<file path="src/hdl/stb_pkg.sv">
// constants and types for the strobe time base scaler
package stb_pkg;
	localparam int                  NUM_STROBES   = 4;
	localparam int                  COUNT_W       = 16;
	localparam int                  TB_W          = 8;
	localparam logic [11:0]         CTRL_OFFSET   = 12'h000;
	// field positions in hardware bit order, msb = quadlet bit 0
	localparam int                  PRESENT_BIT   = 31;
	localparam int                  DUR_LSB       = 8;
	localparam int                  DLY_LSB       = 0;
	localparam int                  DUR_LANE      = 1;
	localparam int                  DLY_LANE      = 0;
	localparam logic [TB_W-1:0]     TB_RESET      = 8'h01;
	localparam logic [TB_W-1:0]     TB_MIN        = 8'h01;
	localparam logic [TB_W-1:0]     TB_MAX        = 8'h55;
	// base unit 1/1024 ms made from the 100 MHz clock by fractional accumulation
	localparam int                  CLK_FREQ_HZ   = 100000000;
	localparam int                  UNITS_PER_MS  = 1024;
	localparam int                  CYCLES_PER_MS = CLK_FREQ_HZ / 1000;
	localparam int                  ACC_W         = 17;
	localparam logic [ACC_W-1:0]    ACC_STEP      = ACC_W'(UNITS_PER_MS);
	localparam logic [ACC_W-1:0]    ACC_WRAP      = ACC_W'(CYCLES_PER_MS);

	typedef enum logic [1:0] {
		STB_IDLE  = 2'b00,
		STB_DELAY = 2'b01,
		STB_PULSE = 2'b11
	} stb_state_t;

	typedef struct packed {
		logic [ACC_W-1:0]                   acc;
		logic                               base_tick;
		logic [TB_W-1:0]                    dly_tb;
		logic [TB_W-1:0]                    dur_tb;
		logic [31:0]                        prdata;
		logic                               pslverr;
		stb_state_t [NUM_STROBES-1:0]       st;
		logic [NUM_STROBES-1:0][TB_W-1:0]   sub;
		logic [NUM_STROBES-1:0][COUNT_W-1:0] cnt;
		logic [NUM_STROBES-1:0]             strobe;
	} stb_regs_t;
endpackage

</file>
<file path="src/hdl/stb_time_base.sv">
// strobe time base control word with apb access and shared-time-base strobe timers
//
// The APB slave port was left to the implementer.
`timescale 1ns/1ps
`default_nettype none
module stb_time_base
(
	input  wire logic                                      pclk,        // 100 mhz clock
	input  wire logic                                      presetn,     // async reset, active low
	input  wire logic                                      psel,        // apb select
	input  wire logic                                      penable,     // apb access phase
	input  wire logic                                      pwrite,      // apb write
	input  wire logic [11:0]                               paddr,       // apb byte address
	input  wire logic [31:0]                               pwdata,      // apb write data
	input  wire logic [3:0]                                pstrb,       // apb byte strobes
	output logic                                           pready,      // apb ready
	output logic [31:0]                                    prdata,      // apb read data
	output logic                                           pslverr,     // apb error, unmapped address
	input  wire logic [stb_pkg::NUM_STROBES-1:0]           strobe_trig, // per strobe start pulse
	input  wire logic [stb_pkg::NUM_STROBES-1:0][stb_pkg::COUNT_W-1:0] delay_count,    // per strobe delay value
	input  wire logic [stb_pkg::NUM_STROBES-1:0][stb_pkg::COUNT_W-1:0] duration_count, // per strobe duration value
	output logic [stb_pkg::NUM_STROBES-1:0]                strobe_out,  // strobe outputs
	output logic [stb_pkg::TB_W-1:0]                       delay_tb,    // current delay time base
	output logic [stb_pkg::TB_W-1:0]                       duration_tb  // current duration time base
);

	stb_pkg::stb_regs_t r;
	stb_pkg::stb_regs_t next_r;

	function automatic logic tb_ok(input logic [stb_pkg::TB_W-1:0] v);
		tb_ok = (v >= stb_pkg::TB_MIN) && (v <= stb_pkg::TB_MAX);
	endfunction

	// one unit further into the current time base
	function automatic logic [stb_pkg::TB_W-1:0] sub_step(input logic [stb_pkg::TB_W-1:0] sub);
		sub_step = sub + 8'h01;
	endfunction

	// test the advanced unit sub-counter; returns 1 when a full time base has elapsed
	// >= rather than == so a time base lowered mid-count still ends the unit
	function automatic logic unit_done(input logic [stb_pkg::TB_W-1:0] sub,
	                                   input logic [stb_pkg::TB_W-1:0] tb);
		unit_done = sub_step(sub) >= tb;
	endfunction

	// one count step down
	function automatic logic [stb_pkg::COUNT_W-1:0] count_down(input logic [stb_pkg::COUNT_W-1:0] c);
		count_down = c - 16'h0001;
	endfunction

	// count about to reach zero
	function automatic logic last_unit(input logic [stb_pkg::COUNT_W-1:0] c);
		last_unit = (c == 16'h0001);
	endfunction

	function automatic logic [31:0] ctrl_word(input logic [stb_pkg::TB_W-1:0] dly,
	                                          input logic [stb_pkg::TB_W-1:0] dur);
		ctrl_word                                       = 32'h0000_0000;
		ctrl_word[stb_pkg::PRESENT_BIT]                 = 1'b1;
		ctrl_word[stb_pkg::DUR_LSB +: stb_pkg::TB_W]    = dur;
		ctrl_word[stb_pkg::DLY_LSB +: stb_pkg::TB_W]    = dly;
	endfunction

	logic                        hit;
	logic                        setup;
	logic                        wr_access;
	logic [stb_pkg::TB_W-1:0]    wr_dur;
	logic [stb_pkg::TB_W-1:0]    wr_dly;
	logic                        take_dur;
	logic                        take_dly;

	assign hit       = (paddr[11:2] == stb_pkg::CTRL_OFFSET[11:2]);
	assign setup     = psel && !penable;
	// no gating by stream or video format state
	assign wr_access = psel && penable && pwrite && hit;
	assign wr_dur    = pwdata[stb_pkg::DUR_LSB +: stb_pkg::TB_W];
	assign wr_dly    = pwdata[stb_pkg::DLY_LSB +: stb_pkg::TB_W];
	// a field with its lane off or its value out of range keeps the old setting
	assign take_dur  = pstrb[stb_pkg::DUR_LANE] && tb_ok(wr_dur);
	assign take_dly  = pstrb[stb_pkg::DLY_LANE] && tb_ok(wr_dly);

	always_comb
	begin
		next_r = r;

		// 1/1024 ms base tick, exact on average
		// 100000 cycles per ms is no multiple of 1024, so ticks fall 97 or 98 cycles apart
		next_r.base_tick = 1'b0;
		if (r.acc + stb_pkg::ACC_STEP >= stb_pkg::ACC_WRAP)
		begin
			next_r.acc       = r.acc + stb_pkg::ACC_STEP - stb_pkg::ACC_WRAP;
			next_r.base_tick = 1'b1;
		end
		else
		begin
			next_r.acc = r.acc + stb_pkg::ACC_STEP;
		end

		// register write, out-of-range field values are ignored
		if (wr_access)
		begin
			if (take_dur)
			begin
				next_r.dur_tb = wr_dur;
			end
			if (take_dly)
			begin
				next_r.dly_tb = wr_dly;
			end
		end

		// read data and error prepared in setup phase
		if (setup)
		begin
			next_r.pslverr = !hit;
			next_r.prdata  = (hit && !pwrite) ? ctrl_word(r.dly_tb, r.dur_tb) : 32'h0000_0000;
		end

		for (int i = 0; i < stb_pkg::NUM_STROBES; i++)
		begin
			case (r.st[i])
				stb_pkg::STB_IDLE:
				begin
					next_r.strobe[i] = 1'b0;
					next_r.sub[i]    = '0;
					// triggers outside idle are dropped
					if (strobe_trig[i])
					begin
						if (delay_count[i] != '0)
						begin
							next_r.st[i]  = stb_pkg::STB_DELAY;
							next_r.cnt[i] = delay_count[i];
						end
						else if (duration_count[i] != '0)
						begin
							next_r.st[i]     = stb_pkg::STB_PULSE;
							next_r.cnt[i]    = duration_count[i];
							next_r.strobe[i] = 1'b1;
						end
					end
				end
				stb_pkg::STB_DELAY:
				begin
					if (r.base_tick)
					begin
						// shared delay time base
						if (unit_done(r.sub[i], r.dly_tb))
						begin
							next_r.sub[i] = '0;
							next_r.cnt[i] = count_down(r.cnt[i]);
							if (last_unit(r.cnt[i]))
							begin
								if (duration_count[i] != '0)
								begin
									next_r.st[i]     = stb_pkg::STB_PULSE;
									next_r.cnt[i]    = duration_count[i];
									next_r.strobe[i] = 1'b1;
								end
								// zero duration: no pulse
								else
								begin
									next_r.st[i] = stb_pkg::STB_IDLE;
								end
							end
						end
						else
						begin
							next_r.sub[i] = sub_step(r.sub[i]);
						end
					end
				end
				stb_pkg::STB_PULSE:
				begin
					if (r.base_tick)
					begin
						// shared duration time base
						if (unit_done(r.sub[i], r.dur_tb))
						begin
							next_r.sub[i] = '0;
							next_r.cnt[i] = count_down(r.cnt[i]);
							if (last_unit(r.cnt[i]))
							begin
								next_r.st[i]     = stb_pkg::STB_IDLE;
								next_r.strobe[i] = 1'b0;
							end
						end
						else
						begin
							next_r.sub[i] = sub_step(r.sub[i]);
						end
					end
				end
				default:
				begin
					next_r.st[i]     = stb_pkg::STB_IDLE;
					next_r.strobe[i] = 1'b0;
				end
			endcase
		end
	end

	always_ff @(posedge pclk or negedge presetn)
	begin
		if (!presetn)
		begin
			// all zero leaves every strobe channel idle
			r           <= '0;
			r.dly_tb    <= stb_pkg::TB_RESET;
			r.dur_tb    <= stb_pkg::TB_RESET;
		end
		else
		begin
			r <= next_r;
		end
	end

	// read data and error stand from the setup edge, so no wait states
	assign pready      = 1'b1;
	assign prdata      = r.prdata;
	assign pslverr     = r.pslverr;
	assign strobe_out  = r.strobe;
	assign delay_tb    = r.dly_tb;
	assign duration_tb = r.dur_tb;

endmodule
`default_nettype wire

</file>
<file path="config.mk">
export PLATFORM = sky130hd
export DESIGN_NAME = stb_time_base
export DESIGN_NICKNAME = d
export VERILOG_FILES = /design/src/hdl/stb_pkg.sv /design/src/hdl/stb_time_base.sv
export SDC_FILE = /design/constraint.sdc
export NUM_CORES = 1
export LEC_CHECK = 0
export BUFFER_PORTS_ARGS = -buffer_cell sky130_fd_sc_hd__buf_2
export CAP_MARGIN = 40
export CORE_ASPECT_RATIO = 0.5
export CORE_MARGIN = 4
export CORE_UTILIZATION = 35
export DETAILED_ROUTE_END_ITERATION = 7
export GPL_ROUTABILITY_DRIVEN = 0
export PLACE_DENSITY_LB_ADDON = 0.05
export SLEW_MARGIN = 30
export SYNTH_ARGS = -nofsm -noshare
export SYNTH_HDL_FRONTEND = slang
export SYNTH_SLANG_ARGS = --single-unit
</file>
<file path="constraint.sdc">
create_clock -name pclk -period 3.23 [get_ports pclk]
set_input_delay 0.323 -clock pclk [delete_from_list [all_inputs] [get_ports pclk]]
set_output_delay 0.323 -clock pclk [all_outputs]
set_load 0.01 [all_outputs]
</file>
==> impl_metrics.json <==
{
  "p_total_w": 0.00593,
  "grt_pass1_vias": 10625,
  "place_ws_ns": 0.0438,
  "post_synth.cell_area_avg_um2": 8.48,
  "insertedDiodeCount": 0,
  "ys.warnings.count": 0,
  "routed_wl_mm": 35.2,
  "grt_pass1_wl_mm": 56.5,
  "synth.area.top_cells": "dfrtp_1, ha_1, o21ai_0",
  "async_reset_ff_share_pct": 100,
  "antenna_found_initial": 0,
  "first_iter_violations": 983,
  "io_buffers": 202,
  "fin_crit_ns": 3.10,
  "status": "finished, final reports clean",
  "synth_area_um2": 11600,
  "clock_latency_ns": 0.44,
  "netlist_instances": 1365,
  "finalSetupViolations": 0,
  "drtPass1Iterations": 5,
  "cts_buffer_depth": 2,
  "grt_use_met3_pct": 3.13,
  "via_count": 11062,
  "start_kind": "register",
  "drive_gt1_share_pct": 22.3,
  "num_rows": 46,
  "netlist.area_leader.share_pct": 33.1,
  "fillerInstances": 3259,
  "crit_path_end_kind": "register",
  "layout_setup_ws_ns": 0.127,
  "worst_pin_slew_ns": 0.797,
  "design.die.area_um2": 36200,
  "fin_util_pct": 42.4,
  "dp_hpwl_mm": 26.8,
  "grt.busiest_layer": "met2",
  "synth_ff_type": "dfrtp_1",
  "clock-sinks": 155,
  "vdd_drop_max_v": 0.000265,
  "io_pins": 239,
  "hold_viol": 0,
  "track_usage_pct": 19.1,
  "cts-htree-levels": 4,
  "vias_per_cell": 5.60,
  "met1_usage_pct": 26.8,
  "synth_edf_count": 0,
  "ys_seq_area_share_pct": 33.5,
  "area_growth_pct": 17.7,
  "cts-root-buf": "clkbuf_16",
  "globalRoute.totalOverflow": 0,
  "grt_start_max_net_pins": 81,
  "critical_path_class": "register to register",
  "report.final.slew_viol_count": 0,
  "power_density_nw_per_um2": 435,
  "worstPathArrival_ns": 3.43,
  "yosys.area.top_type": "dfrtp_1",
  "required_ns": 3.56,
  "die-height_um": 137,
  "cts-buffers-inserted": 17,
  "finalClockSkew_ns": 0.0126,
  "fmaxAchievable_ghz": 0.322,
  "ys_seq_elements": 155,
  "start_util_pct": 36.0,
  "whs_ns": 0.129,
  "core_area_um2": 32100,
  "nets": 1797,
  "maxCapViolations": 0,
  "hp-class": "input pin to register",
  "path_clk_slew_ns": 0.06,
  "cts_tree": "built",
  "ant_nets": 0,
  "met2_usage_pct": 31.0,
  "drc_errors": 0,
  "critical_path_peak_fanout": 16,
  "die_w_um": 265,
  "finalCritPeriodShare_pct": 96.1,
  "wl_per_cell_um": 17.8,
  "leakagePower_nw": 6.18,
  "slew_headroom_pct": 46.9,
  "ys_types": 85
}
timing repair:
item,4_1_cts,5_1_grt
hold buffers,1,0
endpoints found under the hold margin,75,0
setup buffers,0,5
setup endpoints to repair,0,78
resized for setup,0,30
synthesized netlist by cell type (9+ instances only):
cell       count
nand4_1       22
a221oi_1      27
mux2_2        17
a211oi_1      25
a31oi_1       17
a22o_1        29
and2_1        14
and3_1        16
nand2b_1      18
inv_1         51
nor3_1        43
or4_1          9
nand2_1       80
o2bb2ai_1     10
clkbuf_1      36
xor2_1        15
nand3_1       35
buf_4         58
o21ai_1       28
a21oi_1       91
xnor2_1       19
o21ai_0      130
dfrtp_1      153
nor2_1       127
o31ai_1       11
ha_1          80
nor4_1        56
critical path, cell delays in order, from the launching register on:
cell	delay [ns]
dfrtp_1	0.38
buf_4	0.14
ha_1	0.20
nand3_1	0.14
nor2_2	0.07
xor2_2	0.16
ha_1	0.28
nand2_1	0.08
nor4_2	0.28
a21oi_2	0.13
a221oi_2	0.22
or3b_4	0.46
buf_12	0.17
o21bai_1	0.15
o2bb2ai_1	0.12
routing by layer:
layer,wire length [um],part of all wire (%)
met1,17200,49
met2,16300,46
met3,1280,3.6
met4,435,1.2
met5,0,0
kinds of logic (layout without fill, tap and decap cells):
family                   after synthesis  in the layout  share of synthesized area [%]
multiplexers                          19             19                           1.83
other                                  2             16                         0.0649
adder cells (fa/ha/maj)               80             80                           8.65
AND/OR/NAND/NOR                      480            480                           22.0
flip-flops                           155            155                           33.5
XOR/XNOR                              34             34                           2.57
buffers and inverters                163            329                           7.53
AO/OA/AOI/OAI                        432            432                           23.8
cell type report:
type / instances / area, um2 / share of cell area [%]
repair buffers: 244 / 1410 / 10.3
clock buffers: 22 / 474 / 3.48
inverters: 53 / 199 / 1.46
well taps: 432 / 541 / 3.97
flip-flops and latches: 155 / 3880 / 28.5
multi-input cells: 1061 / 7000 / 51.4
clock inverters: 10 / 118 / 0.863
cells in the final DEF, fill, tap and decap left out, drive strengths merged, types with 6 or more instances in the layout:
cell type    n
a21o         8
a21oi       91
nand3b       8
inv         52
xor2        15
clkbuf      23
a22o        29
nand4       23
mux2        17
nor4        59
nor2       129
and3        16
ha          80
a222oi       7
conb        16
nand2b      18
buf        242
nor3        47
dfrtp      153
nand2       82
nor2b        7
a211o        6
xnor2       19
nand3       36
o2bb2ai     10
a31oi       17
or3          8
a221oi      28
or4         10
o21ai      159
o31ai       11
clkinvlp     7
and2        14
a211oi      25
worst paths after layout:
kind	start	to	slack [ns]	cells after the start
worst max-delay path	r[69]$_DFFE_PN0P_	r[7]$_DFFE_PN0P_	0.13	14
worst min-delay path	pwdata[0]	delay_tb[0]$_DFFE_PN1P_	0.13	2
worst max register to register	r[69]$_DFFE_PN0P_	r[7]$_DFFE_PN0P_	0.13	14
worst min register to register	prdata[31]$_DFFE_PN0P_	prdata[31]$_DFFE_PN0P_	0.48	1
max in group asynchronous	presetn	r[8]$_DFFE_PN0P_	1.90	4
min in group asynchronous	presetn	r[57]$_DFFE_PN0P_	0.31	2
where the power goes:
| group | internal [W] | switching, W | leakage (nW) |
|---|---|---|---|
| clock | 0.00120 | 0.000864 | 0.267 |
| combinational | 0.000581 | 0.000861 | 3.91 |
| sequential | 0.00214 | 0.000284 | 2.00 |
flip-flops by register name, summed over array words and instances (netlist names):
signal / flops
strobe_out: 4
r: 117
delay_tb: 8
pslverr: 1
duration_tb: 8
prdata: 17
stage by stage:
step                      std cells  area, um2  TNS (ns)
final                          1977      13600         0
after global routing           1977      13600    -0.274
after CTS                      1970      13400         0
after detailed placement       1937      12800         0
after global placement         1937      12800         0
after floorplan                1379      11600         0
(Power assumes the default switching activity.)
